`config.mk`:
```
export PLATFORM = sky130hd
export DESIGN_NAME = simon_top
export DESIGN_NICKNAME = d
export VERILOG_FILES = /design/src/pkg/simon_pkg.sv /design/src/design/simon_top.sv
export SDC_FILE = /design/constraint.sdc
export NUM_CORES = 1
export LEC_CHECK = 0
export BUFFER_PORTS_ARGS = -buffer_cell sky130_fd_sc_hd__buf_4
export CAP_MARGIN = 30
export CORE_MARGIN = 2
export CORE_UTILIZATION = 56
export CTS_BUF_LIST = sky130_fd_sc_hd__clkbuf_4
export DETAILED_ROUTE_END_ITERATION = 8
export PLACE_DENSITY = 0.86
export SYNTH_ARGS = -nofsm -noshare
export SYNTH_HDL_FRONTEND = slang
export SYNTH_SLANG_ARGS = --single-unit
```
`constraint.sdc`:
```
create_clock -name clock -period 3.68 [get_ports clock]
set_input_delay 0 -clock clock [delete_from_list [all_inputs] [get_ports clock]]
set_output_delay 0 -clock clock [all_outputs]
set_load 0.005 [all_outputs]
```
`src/pkg/simon_pkg.sv`:
```
// package for the supply integrity reset monitor: offsets, fields, types
package simon_pkg;
    // =====================
    // register map
    localparam logic [11:0] SIMON_CSR_ADDR = 12'h000; // ctrl/status word
    // =====================
    // field positions of the ctrl/status register
    localparam int SIMON_BIT_SRC = 7;   // monitor_source_select
    localparam int SIMON_BIT_IE = 6;    // monitor_irq_enable
    localparam int SIMON_BIT_FLAG = 5;  // monitor_level_flag
    localparam int SIMON_BIT_SUP = 4;   // supply_reset_flag
    localparam int SIMON_BIT_WDG = 0;   // watchdog_reset_flag
    localparam logic [7:0] SIMON_CSR_RESET = 8'h00; // control bits reset
    // =====================
    // timing
    localparam int SIMON_CLK_HZ = 10000000;      // cpu clock rate
    localparam int SIMON_PULSE_NS = 20000;       // min reset pulse, ns
    localparam int SIMON_PULSE_CYC =
        (SIMON_PULSE_NS * (SIMON_CLK_HZ / 1000000) + 999) / 1000;
    localparam int SIMON_DLY_SHORT = 256;        // short reset delay
    localparam int SIMON_DLY_LONG = 4096;        // long reset delay
    localparam int SIMON_CNT_W = 13;             // delay counter width
    // =====================
    // types
    typedef enum logic [2:0] {
        SIMON_ST_RESET = 3'h1, // a reset source is active
        SIMON_ST_DELAY = 3'h2, // stabilisation delay
        SIMON_ST_RUN = 3'h4    // cpu runs
    } simon_state_t;
    typedef enum logic [1:0] {
        SIMON_CAUSE_PIN = 2'h0, // external pin
        SIMON_CAUSE_WDG = 2'h1, // watchdog
        SIMON_CAUSE_SUP = 2'h2  // supply
    } simon_cause_t;
    typedef struct packed {
        logic src;  // monitor_source_select
        logic ie;   // monitor_irq_enable
        logic flag; // monitor_level_flag
        logic sup;  // supply_reset_flag
        logic wdg;  // watchdog_reset_flag
    } simon_csr_t;
    typedef struct packed {
        simon_state_t st;            // reset sequence state
        simon_cause_t cause;         // latest reset cause
        logic [SIMON_CNT_W-1:0] cnt; // delay counter
        logic [SIMON_CNT_W-1:0] pcnt; // watchdog pulse counter
        simon_csr_t csr;             // register contents
        logic sync1;                 // synchroniser stage 1
        logic sync2;                 // synchroniser stage 2
        logic armed;                 // delay over, flag changes count
        logic pend;                  // pending monitor interrupt
        logic [31:0] prdata;         // read data
    } simon_state_s_t;
endpackage

```
`src/design/simon_top.sv`:
```
// supply integrity reset monitor: reset sequencing, flags, monitor irq
// How it works
// - low supply holds reset and pulls pin
// - watchdog underflow stretches pin low pulse
// - supply reset only if option enabled
// - monitor works only with supply reset enabled
// - bit 5 read-only live monitor level
// - bit 7 selects supply or sense pin
// - bit 6 enables irq on any flag change
// - pending irq cleared at service entry
// - irq needs enable and cleared cpu mask
// - no irq for crossing during reset delay
// - enabling while low gives immediate irq
// - irq wakes from wait, not halt
// - halt freezes the whole register
// - bit 4 set by supply reset, sw clears
// - supply flag survives pin and watchdog resets
// - bit 0 watchdog flag, cleared by supply reset
// - two flags encode last reset source
// - control bits read zero after reset
// - delay 256 or 4096 cycles after release
`timescale 1ns/1ps
module simon_top
    import simon_pkg::*;
#(
    parameter int DLY_LONG = SIMON_DLY_LONG, // long reset delay, cycles
    parameter int PULSE_CYC = SIMON_PULSE_CYC // watchdog pin pulse length
) (
    input wire logic clock,
    input wire logic nrst,
    input wire logic clk_en,
    // apb slave
    input wire logic psel,
    input wire logic penable,
    input wire logic pwrite,
    input wire logic [11:0] paddr,
    input wire logic [31:0] pwdata,
    output logic [31:0] prdata,
    output logic pready,
    output logic pslverr,
    // option settings, static
    input wire logic opt_supply_reset_en,
    input wire logic [1:0] opt_threshold_sel,
    input wire logic opt_long_delay,
    // analog comparators, asynchronous
    input wire logic low_voltage_reset_detector,
    input wire logic monitor_supply_cmp,
    input wire logic external_sense_pin,
    // other reset sources and cpu state
    input wire logic ext_reset_in,
    input wire logic watchdog_underflow,
    input wire logic condition_code_reg_mask,
    input wire logic irq_service_ack,
    input wire logic cpu_halt,
    input wire logic cpu_wait,
    // outputs
    output logic reset_pin_o,
    output logic reset_pin_oe_n,
    output logic cpu_reset,
    output logic [1:0] threshold_sel,
    output logic monitor_irq,
    output logic monitor_wake
);
    // =====================
    // state
    simon_state_s_t s_q; // all registered state
    simon_state_s_t s_d; // next state
    logic wr_acc; // write access phase
    logic rd_acc; // read setup phase
    logic hit; // address decodes to the register
    logic cmp_raw; // selected comparator, asynchronous
    logic [SIMON_CNT_W-1:0] dly_end; // selected delay length
    logic sup_low; // supply comparator active and enabled
    logic no_src; // no reset source asserted this cycle
    logic run_q; // sequence is in the run state
    logic wr_hit; // write access to the register
    logic sw_ok; // cycle in which software access can land

    assign hit = (paddr == SIMON_CSR_ADDR);
    assign wr_acc = psel && penable && pwrite;
    // read data is loaded in the setup phase so it stands at the access edge
    assign rd_acc = psel && !penable && !pwrite;
    assign sup_low = opt_supply_reset_en && low_voltage_reset_detector;
    // helpers shared by the checks below
    assign no_src = !sup_low && !watchdog_underflow && !ext_reset_in;
    assign run_q = (s_q.st == SIMON_ST_RUN);
    assign wr_hit = wr_acc && hit;
    assign sw_ok = clk_en && run_q && !cpu_halt && no_src;
    // source mux in front of the synchroniser
    assign cmp_raw = s_q.csr.src ? external_sense_pin : monitor_supply_cmp;
    assign dly_end = opt_long_delay ? SIMON_CNT_W'(DLY_LONG - 1)
                                    : SIMON_CNT_W'(SIMON_DLY_SHORT - 1);

    // =====================
    // next state logic
    always_comb begin
        s_d = s_q;
        // comparator synchroniser, stage 1 only feeds stage 2
        s_d.sync1 = cmp_raw;
        s_d.sync2 = s_q.sync1;
        // watchdog pulse stretcher
        if (watchdog_underflow) begin
            s_d.pcnt = SIMON_CNT_W'(PULSE_CYC);
        end else if (s_q.pcnt != '0) begin
            s_d.pcnt = s_q.pcnt - SIMON_CNT_W'(1);
        end
        // reset sequence
        unique case (s_q.st)
            SIMON_ST_RESET: begin
                s_d.cnt = '0;
                if (!sup_low && !ext_reset_in && s_d.pcnt == '0) begin
                    s_d.st = SIMON_ST_DELAY;
                end
            end
            SIMON_ST_DELAY: begin
                s_d.cnt = s_q.cnt + SIMON_CNT_W'(1);
                if (s_q.cnt == dly_end) begin
                    s_d.st = SIMON_ST_RUN;
                    s_d.armed = 1'b1;
                end
            end
            SIMON_ST_RUN: begin
                s_d.cnt = '0;
            end
            default: begin
                s_d.st = SIMON_ST_RESET;
            end
        endcase
        // any reset source restarts the sequence
        if (sup_low) begin
            s_d.st = SIMON_ST_RESET;
            s_d.cause = SIMON_CAUSE_SUP;
        end else if (watchdog_underflow) begin
            s_d.st = SIMON_ST_RESET;
            s_d.cause = SIMON_CAUSE_WDG;
        end else if (ext_reset_in) begin
            s_d.st = SIMON_ST_RESET;
            s_d.cause = SIMON_CAUSE_PIN;
        end
        if (s_d.st == SIMON_ST_RESET) begin
            // control bits cleared, flag tracking halted
            s_d.csr.src = 1'b0;
            s_d.csr.ie = 1'b0;
            s_d.pend = 1'b0;
            s_d.armed = 1'b0;
            unique case (s_d.cause)
                SIMON_CAUSE_SUP: begin
                    s_d.csr.sup = 1'b1;
                    s_d.csr.wdg = 1'b0;
                end
                SIMON_CAUSE_WDG: begin
                    s_d.csr.wdg = 1'b1;
                end
                SIMON_CAUSE_PIN: begin
                    s_d.csr.wdg = 1'b0;
                end
                default: begin
                    s_d.cause = SIMON_CAUSE_PIN;
                end
            endcase
        end
        // running: monitor flag, irq and software access
        if (s_q.st == SIMON_ST_RUN && s_d.st == SIMON_ST_RUN) begin
            if (opt_supply_reset_en) begin
                s_d.csr.flag = s_q.sync2;
            end else begin
                s_d.csr.flag = 1'b0;
            end
            if (irq_service_ack) begin
                s_d.pend = 1'b0;
            end
            if (wr_acc && hit) begin
                s_d.csr.src = pwdata[SIMON_BIT_SRC];
                s_d.csr.ie = pwdata[SIMON_BIT_IE];
                // flags: software can only clear them
                if (!pwdata[SIMON_BIT_SUP]) begin
                    s_d.csr.sup = 1'b0;
                end
                if (!pwdata[SIMON_BIT_WDG]) begin
                    s_d.csr.wdg = 1'b0;
                end
                // enabling while under-voltage raises one at once
                if (pwdata[SIMON_BIT_IE] && !s_q.csr.ie && s_q.csr.flag
                    && opt_supply_reset_en) begin
                    s_d.pend = 1'b1;
                end
            end
            // a change of the flag wins over the service clear
            if (s_q.armed && s_d.csr.ie && opt_supply_reset_en
                && s_d.csr.flag != s_q.csr.flag) begin
                s_d.pend = 1'b1;
            end
        end
        // read data latched during the setup phase, stands in access
        if (rd_acc) begin
            s_d.prdata = '0;
            if (hit) begin
                s_d.prdata[SIMON_BIT_SRC] = s_q.csr.src;
                s_d.prdata[SIMON_BIT_IE] = s_q.csr.ie;
                s_d.prdata[SIMON_BIT_FLAG] = s_q.csr.flag;
                s_d.prdata[SIMON_BIT_SUP] = s_q.csr.sup;
                s_d.prdata[SIMON_BIT_WDG] = s_q.csr.wdg;
            end
        end
        // halt freezes the register except reset sources
        if (cpu_halt && s_d.st == SIMON_ST_RUN) begin
            s_d.csr = s_q.csr;
            s_d.pend = s_q.pend;
        end
    end

    // =====================
    // state register
    always_ff @(posedge clock or negedge nrst) begin
        if (!nrst) begin
            s_q <= '{st: SIMON_ST_RESET, cause: SIMON_CAUSE_SUP,
                     cnt: '0, pcnt: '0,
                     // system reset counts as a supply reset
                     csr: '{src: 1'b0, ie: 1'b0, flag: 1'b0,
                            sup: 1'b1, wdg: 1'b0},
                     sync1: 1'b0, sync2: 1'b0, armed: 1'b0,
                     pend: 1'b0, prdata: '0};
        end else if (clk_en) begin
            s_q <= s_d;
        end
    end

    // =====================
    // outputs
    assign prdata = s_q.prdata;
    assign pready = 1'b1; // answer in the access cycle, data already set
    assign pslverr = psel && penable && !hit;
    assign reset_pin_o = 1'b0;
    // pin pulled low during reset and delay phases
    assign reset_pin_oe_n = (s_q.st == SIMON_ST_RUN) && (s_q.pcnt == '0);
    assign cpu_reset = (s_q.st != SIMON_ST_RUN);
    assign threshold_sel = opt_threshold_sel;
    assign monitor_irq = s_q.pend && !condition_code_reg_mask;
    // wait wakeup only; halt stays asleep
    assign monitor_wake = s_q.pend && cpu_wait && !cpu_halt;

    // =====================
    // assertions
    a_pin_low_reset: assert property (@(posedge clock) disable iff (!nrst)
        cpu_reset |-> !reset_pin_oe_n)
        else $error("reset pin released during reset");
    a_irq_mask_gate: assert property (@(posedge clock) disable iff (!nrst)
        monitor_irq |-> s_q.pend && !condition_code_reg_mask)
        else $error("irq without pending or with mask");
    a_halt_freeze: assert property (@(posedge clock) disable iff (!nrst)
        clk_en && cpu_halt && !cpu_reset && !sup_low && !ext_reset_in
        && !watchdog_underflow |=> $stable(s_q.csr))
        else $error("register changed in halt");
    a_wdg_pulse: assert property (@(posedge clock) disable iff (!nrst)
        clk_en && watchdog_underflow |=> reset_pin_oe_n == 1'b0)
        else $error("no pin pulse after underflow");
    a_sup_flag_set: assert property (@(posedge clock) disable iff (!nrst)
        clk_en && sup_low |=> s_q.csr.sup && !s_q.csr.wdg)
        else $error("supply flags wrong after supply reset");
    a_ctrl_clear: assert property (@(posedge clock) disable iff (!nrst)
        cpu_reset |-> !s_q.csr.ie && !s_q.csr.src && !s_q.pend)
        else $error("control bits set during reset");
    a_ack_clears: assert property (@(posedge clock) disable iff (!nrst)
        clk_en && irq_service_ack && !cpu_halt && !cpu_reset
        && !wr_acc && $stable(s_q.sync2) && s_q.csr.flag == s_q.sync2
        |=> !s_q.pend)
        else $error("pending not cleared by service");
    a_no_irq_delay: assert property (@(posedge clock) disable iff (!nrst)
        s_q.st == SIMON_ST_DELAY |-> !s_q.pend)
        else $error("irq pending during delay");
    a_pin_flag_keep: assert property (@(posedge clock) disable iff (!nrst)
        clk_en && ext_reset_in && !sup_low && !watchdog_underflow
        |=> s_q.csr.sup == $past(s_q.csr.sup))
        else $error("supply flag lost on pin reset");

    // =====================
    // further checks on sequencing
    // supply low forces the cpu into reset
    a_reset_on_sup: assert property (@(posedge clock) disable iff (!nrst)
        clk_en && sup_low |=> cpu_reset)
        else $error("no reset on low supply");

    // cpu stays in reset through the delay phase
    a_delay_cpu_reset: assert property (@(posedge clock) disable iff (!nrst)
        !run_q |-> cpu_reset)
        else $error("cpu released before delay end");

    // a running pulse counter keeps the pin low
    a_pulse_pin_low: assert property (@(posedge clock) disable iff (!nrst)
        s_q.pcnt != '0 |-> !reset_pin_oe_n)
        else $error("pin released during watchdog pulse");

    // threshold option reaches the comparator untouched
    a_threshold_pass: assert property (@(posedge clock) disable iff (!nrst)
        threshold_sel == opt_threshold_sel)
        else $error("threshold select differs from option");

    // =====================
    // checks on the monitor path
    // stage two only ever copies stage one
    a_sync_chain: assert property (@(posedge clock) disable iff (!nrst)
        clk_en |=> s_q.sync2 == $past(s_q.sync1))
        else $error("synchroniser stage skipped");

    // stage one follows the selected comparator
    a_src_select: assert property (@(posedge clock) disable iff (!nrst)
        clk_en |=> s_q.sync1 == $past(cmp_raw))
        else $error("wrong comparator selected");

    // flag follows the synchronised level while running
    a_flag_tracks: assert property (@(posedge clock) disable iff (!nrst)
        sw_ok && opt_supply_reset_en
        |=> s_q.csr.flag == $past(s_q.sync2))
        else $error("flag does not track comparator");

    // without the option the flag stays low
    a_no_opt_flag: assert property (@(posedge clock) disable iff (!nrst)
        sw_ok && !opt_supply_reset_en |=> !s_q.csr.flag)
        else $error("flag set without option");

    // without the option no interrupt becomes pending
    a_no_opt_irq: assert property (@(posedge clock) disable iff (!nrst)
        clk_en && !opt_supply_reset_en && !s_q.pend |=> !s_q.pend)
        else $error("irq pending without option");

    // irq only after the delay phase is over
    a_armed_run: assert property (@(posedge clock) disable iff (!nrst)
        s_q.armed |-> run_q)
        else $error("armed outside run state");

    // every flag change with enable set raises a request
    a_change_sets: assert property (@(posedge clock) disable iff (!nrst)
        sw_ok && opt_supply_reset_en && s_q.armed && s_q.csr.ie
        && !wr_hit && s_q.sync2 != s_q.csr.flag |=> s_q.pend)
        else $error("flag change without irq");

    // enabling while under-voltage requests at once
    a_enable_low_irq: assert property (@(posedge clock) disable iff (!nrst)
        sw_ok && wr_hit && pwdata[SIMON_BIT_IE] && !s_q.csr.ie
        && s_q.csr.flag && opt_supply_reset_en |=> s_q.pend)
        else $error("no irq when enabled under-voltage");

    // wake only with pending request in wait
    a_wake_gate: assert property (@(posedge clock) disable iff (!nrst)
        monitor_wake |-> s_q.pend && cpu_wait)
        else $error("wake without pending in wait");

    // halt is never left by this request
    a_halt_no_wake: assert property (@(posedge clock) disable iff (!nrst)
        cpu_halt |-> !monitor_wake)
        else $error("wake during halt");

    // =====================
    // checks on software access and flags
    // source select takes the written bit
    a_src_write: assert property (@(posedge clock) disable iff (!nrst)
        sw_ok && wr_hit
        |=> s_q.csr.src == $past(pwdata[SIMON_BIT_SRC]))
        else $error("source select not written");

    // irq enable takes the written bit
    a_ie_write: assert property (@(posedge clock) disable iff (!nrst)
        sw_ok && wr_hit
        |=> s_q.csr.ie == $past(pwdata[SIMON_BIT_IE]))
        else $error("irq enable not written");

    // writing zero clears the supply flag
    a_sw_clear_sup: assert property (@(posedge clock) disable iff (!nrst)
        sw_ok && wr_hit && !pwdata[SIMON_BIT_SUP] |=> !s_q.csr.sup)
        else $error("supply flag not cleared");

    // watchdog reset sets its flag
    a_wdg_flag_set: assert property (@(posedge clock) disable iff (!nrst)
        clk_en && watchdog_underflow && !sup_low |=> s_q.csr.wdg)
        else $error("watchdog flag not set");

    // pin reset leaves the watchdog flag clear
    a_pin_cause_wdg: assert property (@(posedge clock) disable iff (!nrst)
        clk_en && ext_reset_in && !sup_low && !watchdog_underflow
        |=> !s_q.csr.wdg)
        else $error("watchdog flag set on pin reset");

    // read data shows the live flag from setup
    a_rd_setup: assert property (@(posedge clock) disable iff (!nrst)
        clk_en && psel && !penable && !pwrite && hit
        |=> prdata[SIMON_BIT_FLAG] == $past(s_q.csr.flag))
        else $error("read data misses the flag");
endmodule

```
* Word-level counts from Yosys, hierarchy flattened
Cells that the tools add are included.
Storage, ports and cells: bits in registers 45, input bits 63, word-level logic and storage cells 107
Operators by class: $add $sub $neg 2, equal/unequal tests 10, mux-type cells 35, bitwise logic cells 1, reduce and logical (&&, ||, !) cells 45
Operators by type and width (count):
- zero test 13 bit | 2
- 2-to-1 mux 13 bit | 2
- case mux 13 bit (2 select lines) | 1
- logical AND 1 bit | 21
- 2-to-1 mux 5 bit | 4
- 2-to-1 mux 2 bit | 8
- 2-to-1 mux 1 bit | 14
- adder 13 x 1 -> 13 bit (second input constant) | 1
- == test 13 x 12 -> 1 bit | 1
- nonzero test 13 bit | 1
- subtractor 13 x 1 -> 13 bit (second input constant) | 1
- zero test 12 bit | 1
- 2-to-1 mux 12 bit | 1
- case mux 3 bit (3 select lines) | 1
- zero test 1 bit | 8
- == test 3 x 1 -> 1 bit (second input constant) | 2
- == test 3 bit (second input constant) | 2
- 2-to-1 mux 3 bit | 2
- AND reduction 2 bit | 3
- AND reduction 3 bit | 2
- nonzero test 2 bit | 3
- 2-to-1 mux 4 bit | 1
- OR reduction 2 bit | 2
- == test 3 x 2 -> 1 bit (second input constant) | 1
- other kinds (8) | 8

* Depth between registers and ports, before layout
depth in word-level cells 19, depth in mapped cells 8, depth with buffers taken out 8

* Least setup slack after synthesis
No wires, ideal clock.
kind reg2reg, from reg s_q[41] (netlist name), to reg s_q[67] (netlist name), library setup time 0.094 ns, arrival 2.372 ns, slack 1.214 ns, cell stages (with the launch flop) 9, cell sequence dfrtp_1 inv_1 ha_1 nor4b_1 nand4_1 mux2i_1 a2111oi_4 nor2_2 a221oi_2
On the way: cells in the longest elaborated chain, start to end 12, elaborated cells between the ends (all ways) 13
Ends and longest elaborated chain:
- start, declared | line simon_top.sv:66 | simon_state_s_t s_q;
- start signal, assigned | line simon_top.sv:216 | s_q <= '{st: SIMON_ST_RESET, cause: SIMON_CAUSE_SUP,
- subtractor 13 x 1 -> 13 bit / nonzero test 13 bit (equally long branches) | line simon_top.sv:105, simon_top.sv:104
- 2-to-1 mux 13 bit * | line simon_top.sv:104 | end else if (s_q.pcnt != '0) begin
- 2-to-1 mux 13 bit * | line simon_top.sv:102 | if (watchdog_underflow) begin
- zero test 13 bit * | line simon_top.sv:111 | if (!sup_low && !ext_reset_in && s_d.pcnt == '0) begin
- logical AND 1 bit * | line simon_top.sv:111
- 2-to-1 mux 3 bit * | line simon_top.sv:111
- case mux 3 bit (3 select lines) * | line simon_top.sv:108 | unique case (s_q.st)
- 2-to-1 mux 5 bit * | line simon_top.sv:136 | end else if (ext_reset_in) begin
- 2-to-1 mux 5 bit * | line simon_top.sv:133 | end else if (watchdog_underflow) begin
- 2-to-1 mux 5 bit * | line simon_top.sv:130 | if (sup_low) begin
- == test 3 x 1 -> 1 bit * | line simon_top.sv:140 | if (s_d.st == SIMON_ST_RESET) begin
- 2-to-1 mux 2 bit * | line simon_top.sv:140
Mark *: on every way between the ends. The rest lies on a longest branch, timed or not. A chain may end at the register's enable or synchronous reset.

* Final worst setup path
Ends and elaborated chain as after synthesis.

==> metrics.yaml <==
outcome:
  status: "finished, final reports clean"
min_path:
  path_category_of_the_worst_min_delay_check: "input pin to output pin"
  hold_path.startpoint: "opt_threshold_sel[0]"
synthesis:
  ys_seq_area_frac: 0.385
  synth_flop_cell: "dfrtp_1"
  synth.avg_cell_area_um2: 8.55
  synth.lib_cells_used.distinct: 61
  yosysWarningCount: 0
  synthesis.area_mm2: 0.00293
  synth_async_sr_flop_share: 1.00
  syn-instance-count: 343
  synth_enable_flop_cells: 0
  ys_ff_latch: 45
global_routing:
  global_route.overflow_total: 0
  grt_pass1_vias: 2296
  largest_net_degree_at_the_start_of_global_routing: 46
  grt_antenna_before_repair: 0
  grt_first_pass_wirelength_um: 10500
  groute.usage.overall: 0.214
clock_network:
  cts-root-to-sink-buffers: 2
  post_cts.repair.setup_buffers: 0
  path_clk_slew_ns: 0.13
  clk-insertion-delay-late_ns: 0.37
  cts_repair_resize_count: 0
  cts_tree: "yes"
  htree_levels: 2
  total_cts_buffers: 5
  clkSinkCount: 45
  cts_hold_repair_buffers: 14
  root_buffer: "clkbuf_4"
die:
  ios: 104
  die_x_um: 76.4
  die-area_mm2: 0.00583
  core_region_area_mm2: 0.00507
  placementRows: 26
  initial_utilization: 0.578
  die-height_um: 76.4
placement:
  place.port_buffers: 42
  pre_cts_slack_ns: 0.732
  dp_hpwl_um: 4450
  routabilityCongestion: 0.886
routing:
  number_of_vias_in_the_routed_layout: 2552
  ant_nets: 0
  avgRoutedWirePerCell_um: 13.9
  drcViolationCount: 0
  avg_vias_per_cell: 5.60
  drt_pre_antenna_iters: 5
  drt-initial-drc-count: 164
  postRouteWirelength_um: 6340
power:
  power.density_cell_area_mw_per_mm2: 337
  vdd.ir_drop.worst_uv: 234
  p_leak_nw: 1.48
final_layout:
  areaGrowthSynthToFinish_pct: 13.1
  final_net_count: 451
  final_layout_size_suffix_gt1_frac: 0.171
  antenna_cells: 0
timing:
  worst_slew_pin_tran_ns: 0.930
  slew_violations: 0
  rsz0062_at_grt: "no"
  timing.clock.skew_ns: 0.0176
  maxSlewHeadroom: 0.375
  finalHoldViolCount: 0
  setup_ws_ns: 0.657
  final-setup-viol-count: 0
  layout_min_cycle_time_ns: 3.02
  fin_crit_sh: 0.822
  clock.fmax_mhz: 331
  final.setup.tns_ns: 0
critical_path:
  cp_data_required_time_ns: 3.96
  cp-startpoint: "s_q[41]"
  cp_cell_sequence: "inv_1, ha_1, nor4b_1, nand4_1, mux2i_1, a2111oi_4, nor2_2, a221oi_2"
  rrSetupSlack_ns: 0.66
  startpoint_types: "register"
  timing.critical_path.slowest_stage_cell: "nor4b_1"
  worst-path-max-fanout: 7
  timing.critical_path.arrival_ns: 3.30
  r2r-start: "s_q[41]"
  worst_setup_path_end_kind: "register"
  critical_path.max_stage_delay_ns: 0.53
  critical_path_class: "register to register"
job:
  max_cap_viol_count: 0
state kept, by name, indices dropped and copies added, names as in the netlist:
signal,count
prdata,5
s_q,39
s_d,1
cells by family after synthesis:
logic type / Yosys count / share of synthesized area
and+or+nand+nor: 148 / 0.255
buffers and inverters: 61 / 0.128
muxes: 6 / 0.0209
adders and majority gates: 3 / 0.0128
AOI/OAI and AO/OA: 65 / 0.157
other: 2 / 0.00256
DFF: 45 / 0.385
xor gates and xnor gates: 13 / 0.0388
stage by stage:
stage	hold slack (ns)	std cells	utilization	area [um^2]	power, mW
global placement	0.0000346	434	0.614	3120	0.852
CTS	0.0000346	456	0.654	3320	1.13
detailed placement	0.0000346	434	0.614	3120	0.864
finish	0.00000198	456	0.654	3320	1.12
global route	0.00000752	456	0.654	3320	1.19
floorplan	-0.296	370	-	3040	0.816
layout make-up:
cell class	instances	area [um^2]
inverters	12	45.0
repair buffers	57	463
clock buffers	5	37.5
flip-flops and latches	45	1130
well taps	70	87.6
multi-input cells	264	1530
fillers	412	1760
clock inverters	3	25.0
critical path, delay by kind of cell, from the launching register on:
kind                     cells  cell delay, ns
AO/OA/AOI/OAI                2            0.77
adder cells (fa/ha/maj)      1            0.16
buffers and inverters        1            0.15
flip-flops                   1            0.48
multiplexers                 1            0.25
AND/OR/NAND/NOR              3            1.14
cell usage after synthesis (3+ instances only):
cell type	n	share of area
nand2_1	44	0.056
dfrtp_1	42	0.36
nor2_1	38	0.049
buf_4	36	0.092
o21ai_0	18	0.031
inv_1	12	0.015
nand3_1	11	0.019
nor3_1	11	0.019
xor2_1	11	0.033
clkbuf_1	9	0.012
a21oi_1	7	0.012
nor4_1	7	0.015
o22ai_1	7	0.015
mux2i_1	5	0.017
a31oi_1	4	0.0085
and3_1	4	0.0085
nand4_1	4	0.0085
nor2b_1	4	0.0085
a21o_1	3	0.0077
dfstp_2	3	0.027
ha_1	3	0.013
nor3b_1	3	0.0077
o22a_1	3	0.0090
o31ai_1	3	0.0077
metal layers:
metal / global-route usage / vias to the layer above / routed length, um
met2: 0.366 / 92 / 3170
met1: 0.277 / 1213 / 2740
met4: 0.0691 / 0 / 106
met3: 0.0355 / 13 / 324
met5: 0 / - / 0
li1: - / 1234 / -
cells in the final DEF, fill, tap and decap left out, types with 4 or more instances in the layout:
cell / count
a21oi_1: 7
a31oi_1: 4
and3_1: 4
buf_4: 43
clkbuf_4: 5
conb_1: 29
dfrtp_1: 42
dlygate4sd3_1: 14
inv_1: 12
mux2i_1: 5
nand2_1: 44
nand3_1: 11
nand4_1: 4
nor2_1: 38
nor2b_1: 4
nor3_1: 11
nor4_1: 7
o21ai_0: 18
o22ai_1: 7
xor2_1: 11
where the power goes:
part | internal (mW) | total, mW | switching, mW
Sequential | 0.539 | 0.606 | 0.0677
Combinational | 0.120 | 0.265 | 0.145
Clock | 0.0781 | 0.249 | 0.171
final timing paths:
path	to	cells past startpoint
max	s_q[67]	8
min	threshold_sel[0]	0
max reg2reg	s_q[67]	8
min reg2reg	prdata[6]	2
max in group asynchronous	s_q[56]	2
min in group asynchronous	s_q[52]	2
(Power assumes the default switching activity.)
